===== src/inc/sstm_defines.svh =====
// Constants for the serial SPI trigger matcher: widths, limits, reset values
`ifndef SSTM_DEFINES_SVH
`define SSTM_DEFINES_SVH
`define SSTM_NUM_ANA       4
`define SSTM_NUM_DIG       16
`define SSTM_CODE_W        8
`define SSTM_SRC_W         5
`define SSTM_SRC_LAST      5'h13
`define SSTM_THR_W         8
`define SSTM_PAT_MAX       96
`define SSTM_LEN_W         7
`define SSTM_LEN_MIN       7'h04
`define SSTM_LEN_MAX       7'h60
`define SSTM_TMO_NS_W      23
`define SSTM_TMO_CYC_W     19
`define SSTM_CLK_PERIOD_NS 10
`define SSTM_TMO_MIN_NS    100
`define SSTM_TMO_MAX_NS    5000000
`define SSTM_RST_SRC       5'h00
`define SSTM_RST_THR       8'h80
`define SSTM_RST_LEN       7'h08
`define SSTM_RST_TMO_NS    23'h0007D0
`endif


===== src/inc/sstm_pkg.sv =====
// Types shared by the serial SPI trigger matcher
package sstm_pkg;
    typedef enum logic [1:0] {SSTM_FRM_CS, SSTM_FRM_NCS, SSTM_FRM_TMO} sstm_frame_t;
    typedef enum logic {SSTM_LINE_MOSI, SSTM_LINE_MISO} sstm_line_t;
    typedef enum logic {SSTM_ORDER_MSB, SSTM_ORDER_LSB} sstm_order_t;
    typedef enum logic {SSTM_EDGE_RISE, SSTM_EDGE_FALL} sstm_edge_t;
    typedef enum logic [1:0] {SSTM_ST_IDLE, SSTM_ST_COLLECT, SSTM_ST_DONE} sstm_state_t;
endpackage


===== src/core/sstm_sync.sv =====
// Two-flop synchroniser bank for the digital probe lines
`timescale 1ns/1ps
module sstm_sync #(
    parameter int W = 16
) (
    input  wire logic         mclk_i,
    input  wire logic         nrst_i,
    input  wire logic [W-1:0] async_i,
    output logic      [W-1:0] sync_o
);
    logic [W-1:0] meta_r;
    logic [W-1:0] sync_r;

    // First stage feeds only the second stage
    always_ff @(posedge mclk_i or negedge nrst_i) begin
        if (!nrst_i) begin
            meta_r <= '0;
            sync_r <= '0;
        end else begin
            meta_r <= async_i;
            sync_r <= meta_r;
        end
    end

    assign sync_o = sync_r;
endmodule


===== src/core/sstm_trigger.sv =====
// Serial SPI pattern trigger: source slicing, framing, sampling and matching
// Functional notes
// - Slave-out source from any channel, readable back
// - Analog sources sliced against their own threshold
// - Framing by select, inverted select, or timeout
// - True-sense select taken from selectable channel
// - Inverted select has its own source setting
// - Pattern compared against one chosen data line
// - Each pattern bit is zero, one or don't-care
// - Pattern length four to ninety-six bits
// - Selectable MSB-first or LSB-first bit alignment
// - Settings read back; pattern is write-only
// - Data sampled on selected serial clock edge
// - Clock idle beyond timeout ends the transfer
`timescale 1ns/1ps
`include "sstm_defines.svh"
module sstm_trigger
    import sstm_pkg::*;
(
    input  wire logic                       mclk_i,
    input  wire logic                       nrst_i,
    input  wire logic [31:0]                ana_codes_i,
    input  wire logic [15:0]                dig_lines_i,
    input  wire logic                       cfg_wr_i,
    input  wire logic [`SSTM_SRC_W-1:0]     serial_clock_source_select_i,
    input  wire logic [`SSTM_THR_W-1:0]     serial_clock_threshold_i,
    input  wire logic [`SSTM_SRC_W-1:0]     master_out_source_select_i,
    input  wire logic [`SSTM_THR_W-1:0]     master_out_threshold_i,
    input  wire logic [`SSTM_SRC_W-1:0]     slave_out_source_select_i,
    input  wire logic [`SSTM_THR_W-1:0]     slave_out_threshold_i,
    input  wire logic [`SSTM_SRC_W-1:0]     select_line_source_i,
    input  wire logic [`SSTM_THR_W-1:0]     select_line_threshold_i,
    input  wire logic [`SSTM_SRC_W-1:0]     inverted_select_line_source_i,
    input  wire logic [`SSTM_THR_W-1:0]     inverted_select_line_threshold_i,
    input  wire sstm_frame_t                framing_type_select_i,
    input  wire sstm_line_t                 watched_data_line_i,
    input  wire logic [`SSTM_LEN_W-1:0]     pattern_length_i,
    input  wire sstm_order_t                bit_order_select_i,
    input  wire sstm_edge_t                 sample_edge_select_i,
    input  wire logic [`SSTM_TMO_NS_W-1:0]  clock_idle_timeout_i,
    input  wire logic [`SSTM_PAT_MAX-1:0]   bit_pattern_i,
    input  wire logic [`SSTM_PAT_MAX-1:0]   bit_pattern_care_i,
    output logic [`SSTM_SRC_W-1:0]          serial_clock_source_select_o,
    output logic [`SSTM_THR_W-1:0]          serial_clock_threshold_o,
    output logic [`SSTM_SRC_W-1:0]          master_out_source_select_o,
    output logic [`SSTM_THR_W-1:0]          master_out_threshold_o,
    output logic [`SSTM_SRC_W-1:0]          slave_out_source_select_o,
    output logic [`SSTM_THR_W-1:0]          slave_out_threshold_o,
    output logic [`SSTM_SRC_W-1:0]          select_line_source_o,
    output logic [`SSTM_THR_W-1:0]          select_line_threshold_o,
    output logic [`SSTM_SRC_W-1:0]          inverted_select_line_source_o,
    output logic [`SSTM_THR_W-1:0]          inverted_select_line_threshold_o,
    output sstm_frame_t                     framing_type_select_o,
    output sstm_line_t                      watched_data_line_o,
    output logic [`SSTM_LEN_W-1:0]          pattern_length_o,
    output sstm_order_t                     bit_order_select_o,
    output sstm_edge_t                      sample_edge_select_o,
    output logic [`SSTM_TMO_NS_W-1:0]       clock_idle_timeout_o,
    output logic                            trigger_o,
    output logic                            frame_active_o,
    output logic [`SSTM_LEN_W-1:0]          bit_count_o
);
    localparam int I_CLK = 0;
    localparam int I_MOSI = 1;
    localparam int I_MISO = 2;
    localparam int I_CS = 3;
    localparam int I_NCS = 4;

    // Level of a source: analog code sliced by threshold, or a synced digital line
    function automatic logic slice(input logic [`SSTM_SRC_W-1:0] sel,
                                   input logic [`SSTM_THR_W-1:0] thr,
                                   input logic [31:0] ana, input logic [15:0] dig);
        logic [`SSTM_SRC_W-1:0] di;
        begin
            di = sel - 5'h04;
            if (sel < 5'h04) slice = (ana[sel[1:0]*`SSTM_CODE_W +: `SSTM_CODE_W] >= thr);
            else if (sel <= `SSTM_SRC_LAST) slice = dig[di[3:0]];
            else slice = 1'b0;
        end
    endfunction

    // Source codes above the last digital line are refused on write
    function automatic logic [`SSTM_SRC_W-1:0] pick_src(input logic [`SSTM_SRC_W-1:0] nw,
                                                         input logic [`SSTM_SRC_W-1:0] od);
        pick_src = (nw <= `SSTM_SRC_LAST) ? nw : od;
    endfunction

    // Idle time to cycles, rounded up since it is a least time
    function automatic logic [`SSTM_TMO_CYC_W-1:0] ns_to_cyc(input logic [`SSTM_TMO_NS_W-1:0] ns);
        logic [`SSTM_TMO_NS_W-1:0] c;
        begin
            c = ns;
            if (ns < `SSTM_TMO_NS_W'(`SSTM_TMO_MIN_NS)) c = `SSTM_TMO_NS_W'(`SSTM_TMO_MIN_NS);
            if (ns > `SSTM_TMO_NS_W'(`SSTM_TMO_MAX_NS)) c = `SSTM_TMO_NS_W'(`SSTM_TMO_MAX_NS);
            ns_to_cyc = `SSTM_TMO_CYC_W'((c + `SSTM_TMO_NS_W'(`SSTM_CLK_PERIOD_NS - 1))
                                         / `SSTM_TMO_NS_W'(`SSTM_CLK_PERIOD_NS));
        end
    endfunction

    logic [15:0]                  dig_s;
    logic [`SSTM_SRC_W-1:0]       src_sel_r [5];
    logic [`SSTM_THR_W-1:0]       src_thr_r [5];
    sstm_frame_t                  frm_r;
    sstm_line_t                   line_r;
    sstm_order_t                  order_r;
    sstm_edge_t                   edge_r;
    logic [`SSTM_LEN_W-1:0]       len_r;
    logic [`SSTM_TMO_NS_W-1:0]    tmo_ns_r;
    logic [`SSTM_TMO_CYC_W-1:0]   tmo_cyc_r;
    logic [`SSTM_PAT_MAX-1:0]     pat_r;
    logic [`SSTM_PAT_MAX-1:0]     care_r;
    logic [4:0]                   lvl_r;
    logic                         clk_prev_r;
    logic [`SSTM_TMO_CYC_W-1:0]   idle_cnt_r;
    logic                         tmo_act_r;
    logic                         frame_r;
    sstm_state_t                  st_r;
    logic [`SSTM_LEN_W-1:0]       cnt_r;
    logic [`SSTM_PAT_MAX-1:0]     cap_r;
    logic                         trig_r;
    logic                         clk_edge;
    logic                         samp;
    logic                         frame_now;
    logic                         start;
    logic                         data_bit;
    logic [`SSTM_LEN_W-1:0]       cnt_eff;
    logic [`SSTM_LEN_W-1:0]       pos;
    logic [`SSTM_PAT_MAX-1:0]     cap_nxt;
    logic [`SSTM_PAT_MAX-1:0]     len_mask;
    logic                         last_bit;
    logic                         hit;

    sstm_sync #(.W(`SSTM_NUM_DIG)) u_sync (
        .mclk_i  (mclk_i),
        .nrst_i  (nrst_i),
        .async_i (dig_lines_i),
        .sync_o  (dig_s)
    );

    // Settings latched as one set so a half-written setup never reaches the matcher
    always_ff @(posedge mclk_i or negedge nrst_i) begin
        if (!nrst_i) begin
            for (int i = 0; i < 5; i++) begin
                src_sel_r[i] <= `SSTM_RST_SRC;
                src_thr_r[i] <= `SSTM_RST_THR;
            end
            frm_r     <= SSTM_FRM_CS;
            line_r    <= SSTM_LINE_MOSI;
            order_r   <= SSTM_ORDER_MSB;
            edge_r    <= SSTM_EDGE_RISE;
            len_r     <= `SSTM_RST_LEN;
            tmo_ns_r  <= `SSTM_RST_TMO_NS;
            tmo_cyc_r <= ns_to_cyc(`SSTM_RST_TMO_NS);
            pat_r     <= '0;
            care_r    <= '0;
        end else if (cfg_wr_i) begin
            src_sel_r[I_CLK]  <= pick_src(serial_clock_source_select_i, src_sel_r[I_CLK]);
            src_sel_r[I_MOSI] <= pick_src(master_out_source_select_i, src_sel_r[I_MOSI]);
            src_sel_r[I_MISO] <= pick_src(slave_out_source_select_i, src_sel_r[I_MISO]);
            src_sel_r[I_CS]   <= pick_src(select_line_source_i, src_sel_r[I_CS]);
            src_sel_r[I_NCS]  <= pick_src(inverted_select_line_source_i, src_sel_r[I_NCS]);
            src_thr_r[I_CLK]  <= serial_clock_threshold_i;
            src_thr_r[I_MOSI] <= master_out_threshold_i;
            src_thr_r[I_MISO] <= slave_out_threshold_i;
            src_thr_r[I_CS]   <= select_line_threshold_i;
            src_thr_r[I_NCS]  <= inverted_select_line_threshold_i;
            if (framing_type_select_i != 2'h3) frm_r <= framing_type_select_i;
            line_r    <= watched_data_line_i;
            order_r   <= bit_order_select_i;
            edge_r    <= sample_edge_select_i;
            // Out-of-range lengths are clamped rather than refused
            len_r     <= (pattern_length_i < `SSTM_LEN_MIN) ? `SSTM_LEN_MIN :
                         (pattern_length_i > `SSTM_LEN_MAX) ? `SSTM_LEN_MAX :
                         pattern_length_i;
            tmo_ns_r  <= clock_idle_timeout_i;
            tmo_cyc_r <= ns_to_cyc(clock_idle_timeout_i);
            pat_r     <= bit_pattern_i;
            care_r    <= bit_pattern_care_i;
        end
    end

    // Readback of every setting except the pattern
    assign serial_clock_source_select_o     = src_sel_r[I_CLK];
    assign serial_clock_threshold_o         = src_thr_r[I_CLK];
    assign master_out_source_select_o       = src_sel_r[I_MOSI];
    assign master_out_threshold_o           = src_thr_r[I_MOSI];
    assign slave_out_source_select_o        = src_sel_r[I_MISO];
    assign slave_out_threshold_o            = src_thr_r[I_MISO];
    assign select_line_source_o             = src_sel_r[I_CS];
    assign select_line_threshold_o          = src_thr_r[I_CS];
    assign inverted_select_line_source_o    = src_sel_r[I_NCS];
    assign inverted_select_line_threshold_o = src_thr_r[I_NCS];
    assign framing_type_select_o            = frm_r;
    assign watched_data_line_o              = line_r;
    assign pattern_length_o                 = len_r;
    assign bit_order_select_o               = order_r;
    assign sample_edge_select_o             = edge_r;
    assign clock_idle_timeout_o             = tmo_ns_r;

    // Slice all five sources; clock and data share one register stage so they stay aligned
    always_ff @(posedge mclk_i or negedge nrst_i) begin
        if (!nrst_i) begin
            lvl_r      <= '0;
            clk_prev_r <= 1'b0;
        end else begin
            for (int i = 0; i < 5; i++) begin
                lvl_r[i] <= slice(src_sel_r[i], src_thr_r[i], ana_codes_i, dig_s);
            end
            clk_prev_r <= lvl_r[I_CLK];
        end
    end

    // Edge detection, framing and bit placement
    always_comb begin
        clk_edge = lvl_r[I_CLK] ^ clk_prev_r;
        samp = (edge_r == SSTM_EDGE_RISE) ? (lvl_r[I_CLK] & ~clk_prev_r)
                                          : (~lvl_r[I_CLK] & clk_prev_r);
        case (frm_r)
            SSTM_FRM_CS:  frame_now = lvl_r[I_CS];
            SSTM_FRM_NCS: frame_now = ~lvl_r[I_NCS];
            SSTM_FRM_TMO: frame_now = tmo_act_r | clk_edge;
            default:      frame_now = 1'b0;
        endcase
        start    = frame_now & ~frame_r;
        data_bit = (line_r == SSTM_LINE_MISO) ? lvl_r[I_MISO] : lvl_r[I_MOSI];
        cnt_eff  = start ? '0 : cnt_r;
        pos      = (order_r == SSTM_ORDER_MSB) ? (len_r - 7'h01 - cnt_eff) : cnt_eff;
        cap_nxt  = cap_r;
        cap_nxt[pos] = data_bit;
        len_mask = ~(~{`SSTM_PAT_MAX{1'b0}} << len_r);
        last_bit = (cnt_eff == len_r - 7'h01);
        hit = frame_now & samp & (start || st_r == SSTM_ST_COLLECT) & last_bit
              & (((cap_nxt ^ pat_r) & care_r & len_mask) == '0);
    end

    // Idle timer; any clock transition restarts it
    always_ff @(posedge mclk_i or negedge nrst_i) begin
        if (!nrst_i) begin
            idle_cnt_r <= '0;
            tmo_act_r  <= 1'b0;
        end else if (clk_edge) begin
            idle_cnt_r <= '0;
            tmo_act_r  <= 1'b1;
        end else if (idle_cnt_r >= tmo_cyc_r) begin
            tmo_act_r  <= 1'b0;
        end else begin
            idle_cnt_r <= idle_cnt_r + 1'b1;
        end
    end

    // Collection state: partial bits drop when the frame closes
    always_ff @(posedge mclk_i or negedge nrst_i) begin
        if (!nrst_i) begin
            st_r    <= SSTM_ST_IDLE;
            cnt_r   <= '0;
            cap_r   <= '0;
            frame_r <= 1'b0;
            trig_r  <= 1'b0;
        end else begin
            frame_r <= frame_now;
            trig_r  <= hit;
            if (!frame_now) begin
                st_r  <= SSTM_ST_IDLE;
                cnt_r <= '0;
            end else begin
                case (st_r)
                    SSTM_ST_IDLE, SSTM_ST_COLLECT: begin
                        if (start || st_r == SSTM_ST_COLLECT) begin
                            st_r <= SSTM_ST_COLLECT;
                            if (samp) begin
                                cap_r <= cap_nxt;
                                cnt_r <= cnt_eff + 7'h01;
                                if (last_bit) st_r <= SSTM_ST_DONE;
                            end else begin
                                cnt_r <= cnt_eff;
                            end
                        end
                    end
                    SSTM_ST_DONE: st_r <= SSTM_ST_DONE; // One trigger per frame
                    default: st_r <= SSTM_ST_IDLE;
                endcase
            end
        end
    end

    assign trigger_o      = trig_r;
    assign frame_active_o = frame_r;
    assign bit_count_o    = cnt_r;
endmodule


===== config.mk =====
export PLATFORM = sky130hd
export DESIGN_NAME = sstm_trigger
export DESIGN_NICKNAME = d
export VERILOG_FILES = /design/src/inc/sstm_pkg.sv /design/src/core/sstm_sync.sv /design/src/core/sstm_trigger.sv
export VERILOG_INCLUDE_DIRS = /design/src /design/src/inc
export SDC_FILE = /design/constraint.sdc
export NUM_CORES = 1
export LEC_CHECK = 0
export ABC_AREA = 1
export ABC_CLOCK_PERIOD_IN_PS = 9780
export BUFFER_PORTS_ARGS = -buffer_cell sky130_fd_sc_hd__buf_2
export CELL_PAD_IN_SITES_DETAIL_PLACEMENT = 0
export CELL_PAD_IN_SITES_GLOBAL_PLACEMENT = 1
export CORE_MARGIN = 3
export CORE_UTILIZATION = 45
export CTS_CLUSTER_DIAMETER = 120
export CTS_CLUSTER_SIZE = 16
export DETAILED_ROUTE_END_ITERATION = 7
export GPL_TIMING_DRIVEN = 1
export PLACE_DENSITY_LB_ADDON = 0.15
export SYNTH_ARGS = -nofsm -noshare
export SYNTH_HDL_FRONTEND = slang
export SYNTH_SLANG_ARGS = --single-unit

===== constraint.sdc =====
create_clock -name mclk_i -period 9.78 [get_ports mclk_i]
set_input_delay 1.956 -clock mclk_i [delete_from_list [all_inputs] [get_ports mclk_i]]
set_output_delay 1.956 -clock mclk_i [all_outputs]
set_load 0.01 [all_outputs]

Word level (Yosys, flattened, before mapping)
Cells that the tools add are included.

storage, ports and cells
  bits in registers = 476
  latch bits = 0
  memory bits (writable) = 0
  bits in read-only memories = 0
  bits of input ports = 343
  output and inout bits = 109
  logic and storage cells = 167
  memories kept = 0

operators by class
  add/subtract/negate cells = 10
  multiply operators = 0
  divide/modulo/power cells = 1
  magnitude comparators = 32
  equal/unequal tests = 10
  shifts and indexed selects = 6
  mux-type cells = 46
  bitwise operators = 17
  reduce and logical (&&, ||, !) cells = 15

operator list
  operator                 count
  $and A96 B96 Y96         2
  $shiftx A32 B6 Y8        5
  $bwmux W96               1
  $logic_not A96 Y1        1
  $not A96 Y96             1
  $shl A96 B7 Y96 const A  1
  $xor A96 B96 Y96         1
  $mux W23                 3
  $mux W7                  8
  $le A5 B5 Y1 const B     10
  $ge A8 B8 Y1             5
  $mux W19                 2
  $lt A4 B5 Y1 const B     5
  $lt A5 B3 Y1 const B     5
  $add A23 B4 Y23 const B  1
  $div A23 B4 Y23 const B  1
  $gt A23 B23 Y1 const B   1
  $lt A23 B7 Y1 const B    1
  $bmux W1 S4              5
  $mux W1                  20
  $sub A4 B3 Y4 const B    5
  $add A19 B1 Y19 const B  1
  $ge A19 B19 Y1           1
  $reduce_and A2 Y1        7
  27 further kinds         44

Depth between registers and ports, before layout
Gate-level depths: netlist (run 1).

  word-level depth = 17
  gate-level depth with buffers = 109
  mapped depth without buffers = 109

By module
A second synthesis (run 1) with hierarchy kept.

unflattened totals
  cells, all modules = 3740
  area total of the unflattened synthesis = 27802.9 um^2

by module, submodules not included
  module        instances  cells an instance  area an instance (um^2)  seq. area each (um^2)
  sstm_trigger  1          3708               27002.1                  11129.4
  sstm_sync     1          32                 800.8                    800.8

Worst setup path after synthesis (run 1)
Ideal clock, no wire load.

  path type = input port to flip-flop
  start point = input port clock_idle_timeout_i[16]
  end point = register tmo_cyc_r[0]
  setup time = 0.116 ns
  arrival = 9.440 ns
  data required time = 9.664 ns
  slack = 0.224 ns
  stages on the path = 96
  buffers on the path = 0
  path through = nor2_2 nand2_2 nor2_2 nand4_2 nand2_4 inv_2 nor2_1 ha_1 nand3_1 a21oi_1 nand2_1 nor2_2 nand2_2 nand2_2 inv_1 o211ai_4 nand2_4 nand2_2 [... 60 more ...] nand2_2 nand2_1 nand2_2 inv_2 nand2_4 nand2_4 nand2_1 nand2_2 inv_2 nand2_2 nand2_2 nand2_1 nand2_1 inv_1 nand2_1 nand3_1 nand2_1 nand2_1

on the way
  longest elaborated chain between the ends = 6
  elaborated cells on any way between the ends = 7
  those cells by class = add/sub (1); div (1); order compare (2); mux (3)

RTL lines
  item                  line                 RTL
  from (decl)           sstm_trigger.sv:40   input wire logic [`SSTM_TMO_NS_W-1:0] clock_idle_timeout_i,
  $lt A23 B7 Y1         sstm_trigger.sv:93   if (ns < `SSTM_TMO_NS_W'(`SSTM_TMO_MIN_NS)) c = `SSTM_TMO_NS_W'(`SSTM_TMO_MIN_NS);
  $mux W23              sstm_trigger.sv:93
  $mux W23 *            sstm_trigger.sv:94   if (ns > `SSTM_TMO_NS_W'(`SSTM_TMO_MAX_NS)) c = `SSTM_TMO_NS_W'(`SSTM_TMO_MAX_NS);
  $mux W23 *            sstm_trigger.sv:156  end else if (cfg_wr_i) begin
  $add A23 B4 Y23 *     sstm_trigger.sv:95   ns_to_cyc = `SSTM_TMO_CYC_W'((c + `SSTM_TMO_NS_W'(`SSTM_CLK_PERIOD_NS - 1))
  $div A23 B4 Y23 *     sstm_trigger.sv:95
  to (signal assigned)  sstm_trigger.sv:153  tmo_cyc_r <= ns_to_cyc(`SSTM_RST_TMO_NS);
  to (signal assigned)  sstm_trigger.sv:176  tmo_cyc_r <= ns_to_cyc(clock_idle_timeout_i);
  to (decl)             sstm_trigger.sv:109  logic [`SSTM_TMO_CYC_W-1:0] tmo_cyc_r;

Mark *: on every way between the ends. The rest lies on a longest branch, timed or not. The select of a mux whose other input is x is not followed.
A chain may end at the register's enable or synchronous reset.

Final worst setup path (run 1)
  start point = input port clock_idle_timeout_i[4]
  end point = register tmo_cyc_r[0]

The elaborated chain is that of the path after synthesis.

==> results of run 1 <==
report_power, final:
| group | switching (mW) | internal, mW | total (mW) |
|---|---|---|---|
| Sequential | 0.187 | 2.28 | 2.47 |
| Combinational | 4.93 | 3.46 | 8.40 |
| Clock | 0.751 | 0.672 | 1.42 |
layer usage:
metal  vias up  GRT usage, %  wire, um
met1     12514          39.9     41900
met5         -             0         0
met4         0          11.6      4040
met3       175          4.79      6530
li1      13226             -         -
met2       889          48.5     45600
cells in the final DEF (no fill, tap or decap), types with 75 or more instances in the layout:
master and count:
nand2_2 75, o21ai_0 494, xor2_1 83, nand3_1 139, dfrtp_1 460, buf_2 447, inv_1 351, buf_4 151
nand2_1 1054, a21oi_1 143, nor2_1 306, ha_1 80
metrics by stage:
step	cell area [sq um]	total power, mW
final	33300	12.3
after global routing	33300	13.4
after CTS	32500	10.7
after detailed placement	31500	9.23
after global placement	31500	9.13
after floorplan	27700	7.04
how the worst max path moves through the flow:
| stage | startpoint | end | depth (start not counted) |
|---|---|---|---|
| final | clock_idle_timeout_i[4] | tmo_cyc_r[0]$_DFFE_PN0P_ | 94 |
| after floorplan | clock_idle_timeout_i[16] | tmo_cyc_r[0]$_DFFE_PN0P_ | 96 |
| after detailed placement | clock_idle_timeout_i[2] | tmo_cyc_r[0]$_DFFE_PN0P_ | 95 |
| after CTS | clock_idle_timeout_i[2] | tmo_cyc_r[0]$_DFFE_PN0P_ | 94 |
| after global routing | clock_idle_timeout_i[4] | tmo_cyc_r[0]$_DFFE_PN0P_ | 97 |
| after global placement | clock_idle_timeout_i[20] | tmo_cyc_r[0]$_DFFE_PN0P_ | 94 |
kinds of logic (layout without fill, tap and decap cells):
group | after synthesis | count (layout) | share of synthesized area (%)
other | 0 | 13 | 0
AND/OR/NAND/NOR | 1770 | 1770 | 26.7
multiplexers | 6 | 6 | 0.244
buffers and inverters | 531 | 1049 | 7.29
XOR/XNOR | 90 | 90 | 2.84
flip-flops | 476 | 476 | 43.0
AO/OA/AOI/OAI | 810 | 810 | 16.1
adder cells (fa/ha/maj) | 82 | 82 | 3.73
flip-flops by register name, summed over array words and instances (netlist names), 16 cells and up:
| signal | cells |
|---|---|
| cap_r | 96 |
| care_r | 96 |
| clock_idle_timeout_o | 23 |
| idle_cnt_r | 19 |
| pat_r | 96 |
| tmo_cyc_r | 19 |
| u_sync.meta_r | 16 |
| u_sync.sync_o | 16 |
timing repair:
| item | 4_1_cts | 5_1_grt |
|---|---|---|
| endpoints found under the setup margin | 2 | 5 |
| buffers inserted | 2 | 20 |
| pin swaps | 15 | 88 |
| resized for setup | 15 | 144 |
| gates cloned | 0 | 0 |
area by class of cell:
cell class	count	area share [%]
Timing Repair Buffer	607	10.5
Sequential cell	476	35.9
Antenna cell	13	0.0978
Multi-Input combinational cell	2758	43.2
Inverter	387	4.40
Tap cell	782	2.94
Clock inverter	3	0.102
Clock buffer	52	2.82
==> results.json, run 1 <==
{
  "status": "complete, but fails checks",
  "violations": "negative setup slack",
  "whs_endpoint": "u_sync.sync_o[15]$_DFF_PN0_",
  "drt-vias-per-instance": 5.28,
  "dr.pass1.iters": 5,
  "post-place-ws_ns": -0.759,
  "placementRows": 90,
  "ys_top_cells_by_area": "dfrtp_1 42%, nand2_1 15%, o21ai_0 9.0%",
  "stdcell_count": 5078,
  "detail_route.wl_per_cell_um": 19.3,
  "postSynth.asyncResetShare_pct": 100,
  "synthToLayoutAreaGrowth_pct": 20.0,
  "power.leakage_nw": 16.7,
  "synth.most_common_cell": "nand2_1",
  "min_path_cells": 0,
  "grt_usage_pct": 29.7,
  "regArea_sq_um": 11900,
  "numClockSinks": 476,
  "postRouteWirelength_um": 98100,
  "final_nets": 4690,
  "clkTransAtPathRegs_ns": 0.08,
  "synthCells": 3765,
  "vias": 26804,
  "clock_path_buffers": 3,
  "synth.top_cell.area_share_pct": 41.6,
  "grt_max_degree": 155,
  "root_buffer": "clkbuf_16",
  "drt_iter0_markers": 2377,
  "r2r-start": "lvl_r[0]$_DFF_PN0_",
  "ys_seq_area_share_pct": 43.0,
  "ys_types": 62,
  "synth_top_area_cell": "dfrtp_1",
  "final.setup.worst_slack_ns": -0.127,
  "final_core_util_pct": 54.8,
  "synth_commonest_cells": "1,102 x nand2_1, 498 x o21ai_0, 461 x dfrtp_1",
  "regToRegEndpoint": "trigger_o$_DFF_PN0_",
  "core_area_sq_um": 60700,
  "multi_input_area_sq_um": 14400,
  "grt-ovfl-total": 0,
  "max_freq_mhz": 101,
  "dieHeight_um": 254,
  "crit_top_cell": "nand2_4",
  "ioPinCount": 452,
  "fin_crit_sh_pct": 101,
  "cp-start-kind": "input port",
  "drv_cap": 0,
  "critPathCaptureType": "flop",
  "hold_buffers": 0,
  "dp_hpwl_um": 73100,
  "r2r_cells": 24,
  "fillerInstances": 6003,
  "ant_nets": 0,
  "crit_slowest_cell": "o211ai_4",
  "cts-htree-levels": 2,
  "grt_pass1_wl_um": 148000,
  "max_stage_delay_ns": 0.29,
  "initial_core_util_pct": 45.7,
  "whs_ns": 0.347,
  "synth_edf_count": 0,
  "syn_area_sq_um": 27700,
  "port_buffers": 451,
  "route.detailed.drc": 0,
  "power_density_nw_per_um2": 369,
  "r2r_slack_ns": 2.95,
  "fp.dieW_um": 254,
  "hold_start": "u_sync.meta_r[15]$_DFF_PN0_",
  "syn_avg_cell_area_sq_um": 7.36,
  "slew_headroom_pct": 21.9,
  "min_period_ns": 9.91,
  "drive_above_1_share_pct": 21.3,
  "drv_slew": 0,
  "cts_buffers": 35,
  "yosysWarningCount": 0,
  "cp_top_family": "simple AND/OR/NAND/NOR gates",
  "path_max_fanout": 5,
  "synth-seq-cells": 476,
  "required_ns": 10.27,
  "clock_latency_ns": 0.60,
  "worstSetupPathType": "input port to flop",
  "finClkSkew_ns": 0.0283,
  "hold_class": "flop to flop",
  "dp_cells": 4988,
  "setup_viol": 2,
  "worst_pin_slew_ns": 1.16,
  "finalWeightedCongestion": 0.963,
  "die-area_sq_um": 64600,
  "crit_buf_inv": 11,
  "hold_viol_final": 0,
  "grt_pass1_vias": 25256,
  "finalSetupTns_ns": -0.173,
  "cp_data_arrival_time_ns": 10.39,
  "rsz0062_at_grt": "yes",
  "cts_tree": "done",
  "antenna_found_initial": 15,
  "ir_worst_vdd_v": 0.000845,
  "synth_flop_cell": "dfrtp_1",
  "syn_nets": 4190
}
Power figures use the tool's default switching activity.
==> inputs of run 2 (changes only) <==
--- a/config.mk
+++ b/config.mk
@@ -7,12 +7,12 @@
 export NUM_CORES = 1
 export LEC_CHECK = 0
 export ABC_AREA = 1
-export ABC_CLOCK_PERIOD_IN_PS = 9780
+export ABC_CLOCK_PERIOD_IN_PS = 10200
 export BUFFER_PORTS_ARGS = -buffer_cell sky130_fd_sc_hd__buf_2
 export CELL_PAD_IN_SITES_DETAIL_PLACEMENT = 0
 export CELL_PAD_IN_SITES_GLOBAL_PLACEMENT = 1
 export CORE_MARGIN = 3
-export CORE_UTILIZATION = 45
+export CORE_UTILIZATION = 42
 export CTS_CLUSTER_DIAMETER = 120
 export CTS_CLUSTER_SIZE = 16
 export DETAILED_ROUTE_END_ITERATION = 7
==> constraint.sdc (replaced) <==
create_clock -name mclk_i -period 10.2 [get_ports mclk_i]
set_input_delay 2.04 -clock mclk_i [delete_from_list [all_inputs] [get_ports mclk_i]]
set_output_delay 2.04 -clock mclk_i [all_outputs]
set_load 0.01 [all_outputs]
==> run 2 against run 1 <==
Compared with the run above:
- the flow now finishes without violations
- setup slack gained 0.36 ns
- first-iteration DRC count shrank 0.46%
- sequential share of layout area shrank 0.081 points
- final cell count grew 0.75%
- cell area grew 0.23%
- flip-flop and latch count is the same
- register-to-register slack gained 0.23 ns
- combinational power is essentially flat
- sequential power shrank 4%
- critical endpoint unchanged
- largest power group unchanged
- highest routed layer is now met5
==> results.json, run 2 (same netlist as run 1, synthesis figures left out) <==
{
  "power_density_nw_per_um2": 365,
  "hold_viol_final": 0,
  "dr_wl_met2_um": 46700,
  "drive_above_1_share_pct": 21.2,
  "critPathCaptureType": "flop",
  "die-area_sq_um": 69100,
  "clkPwrFrac_pct": 11.3,
  "initial_core_util_pct": 42.8,
  "wl_met1_um": 42900,
  "dr.pass1.iters": 5,
  "drt_iter0_markers": 2366,
  "swShare_pct": 48.7,
  "grt_usage_pct": 27.9,
  "final_common_cell": "nand2_1",
  "drv_slew": 0,
  "finalWeightedCongestion": 0.957,
  "root_buffer": "clkbuf_16",
  "cts-htree-levels": 2,
  "max_stage_delay_ns": 0.28,
  "finClkSkew_ns": 0.0291,
  "cp-start-kind": "input port",
  "power_frac_seq_pct": 19.4,
  "final_nets": 4660,
  "dieHeight_um": 263,
  "r2r-start": "lvl_r[0]$_DFF_PN0_",
  "port_buffers": 451,
  "regArea_sq_um": 11900,
  "grt-ovfl-total": 0,
  "r2r_cells": 24,
  "drt-vias-per-instance": 5.22,
  "ir_worst_vdd_v": 0.000929,
  "postRouteWirelength_um": 99900,
  "r2r_slack_ns": 3.18,
  "grt_pass1_wl_um": 151000,
  "whs_ns": 0.350,
  "grt_pass1_vias": 25202,
  "min_period_ns": 9.97,
  "dp_hpwl_um": 74600,
  "hold_class": "flop to flop",
  "numClockSinks": 476,
  "core_area_sq_um": 64800,
  "clkTransAtPathRegs_ns": 0.08,
  "regToRegEndpoint": "trigger_o$_DFF_PN0_",
  "crit_slowest_cell": "o211ai_4",
  "placementRows": 93,
  "p_sw_mw": 5.93,
  "grt_max_degree": 143,
  "synthToLayoutAreaGrowth_pct": 20.3,
  "max_freq_mhz": 100,
  "required_ns": 10.66,
  "min_path_cells": 0,
  "comb_power_share_pct": 69.3,
  "crit_top_cell": "nand2_4",
  "clock_latency_ns": 0.59,
  "vias": 26728,
  "internal_power_mw": 6.24,
  "cts_buffers": 35,
  "fin_crit_sh_pct": 97.7,
  "antenna_found_initial": 12,
  "whs_endpoint": "u_sync.sync_o[15]$_DFF_PN0_",
  "path_max_fanout": 5,
  "cp_data_arrival_time_ns": 10.42,
  "rsz0062_at_grt": "yes",
  "slew_headroom_pct": 37.4,
  "route.detailed.drc": 0,
  "status": "finished, final reports clean",
  "hold_start": "u_sync.meta_r[15]$_DFF_PN0_",
  "fillerInstances": 6500,
  "cp_top_family": "simple AND/OR/NAND/NOR gates",
  "fp.dieW_um": 263,
  "dr_wl_met3_um": 6350,
  "cts_tree": "done",
  "ant_nets": 0,
  "worst_pin_slew_ns": 0.930,
  "largestRegisters": "cap_r (96), care_r (96), pat_r (96)",
  "final_core_util_pct": 51.4,
  "crit_buf_inv": 13,
  "worstSetupPathType": "input port to flop",
  "clock_path_buffers": 3,
  "dr.max_layer_used": "met5",
  "multi_input_area_sq_um": 14500,
  "detail_route.wl_per_cell_um": 19.5,
  "setup_viol": 0,
  "drv_cap": 0,
  "final_cell_mix": "1,044 x nand2_1, 496 x o21ai_0, 460 x dfrtp_1, 443 x buf_2, 347 x inv_1",
  "power.leakage_nw": 16.6,
  "ioPinCount": 452
}
==> run 2: cell types whose count changed in the layout (fill, tap and decap cells not counted), sizes merged <==
cell	previous run	this run
diode	13	9
buf	607	577
clkinv	10	9
==> run 2: power groups by stage <==
stage	Combinational (mW)	Clock, mW	Sequential, mW
after CTS	6.41	1.41	2.36
final	8.43	1.37	2.36
after global placement	6.31	0	2.39
after detailed placement	6.39	0	2.39
after global routing	9.29	1.48	2.39
after floorplan	4.40	0	2.35
==> run 2: what timing repair did <==
action,4_1_cts,5_1_grt
buffers inserted,0,24
endpoints found under the setup margin,0,4
gates resized for setup,0,208
hold buffers,0,0
==> run 2: layout make-up <==
class | count | share of cell area [%]
diodes | 9 | 0.0675
clock buffers | 52 | 2.88
clock inverters | 2 | 0.0863
inverters | 387 | 4.43
multi-input cells | 2758 | 43.6
flip-flops and latches | 476 | 35.8
well taps | 855 | 3.21
repair buffers | 577 | 9.92
==> run 2: worst max path at each step <==
stage	start	cells past startpoint	end
after floorplan	clock_idle_timeout_i[16]	96	tmo_cyc_r[0]$_DFFE_PN0P_
after global placement	clock_idle_timeout_i[2]	97	tmo_cyc_r[0]$_DFFE_PN0P_
after detailed placement	clock_idle_timeout_i[2]	93	tmo_cyc_r[0]$_DFFE_PN0P_
after CTS	clock_idle_timeout_i[2]	95	tmo_cyc_r[0]$_DFFE_PN0P_
after global routing	clock_idle_timeout_i[4]	96	tmo_cyc_r[0]$_DFFE_PN0P_
final	clock_idle_timeout_i[16]	96	tmo_cyc_r[0]$_DFFE_PN0P_
==> run 2: per-layer routing <==
metal  track usage (%)  vias to the layer above
li1                  -                    13176
met1              37.6                    12500
met2              45.4                      875
met3              4.28                      173
met4              10.7                        4
met5                 0                        -
==> run 2: stage by stage <==
step	power (mW)	cell area [sq um]	TNS (ns)	setup slack, ns	std cells
after floorplan	6.75	27700	0	0.560	3765
after global placement	8.70	31300	-0.227	-0.155	5029
after detailed placement	8.78	31300	-0.892	-0.442	5029
after CTS	10.2	32300	0	0.126	5083
after global routing	13.2	33300	-0.750	-0.402	5116
final	12.2	33300	0	0.231	5116
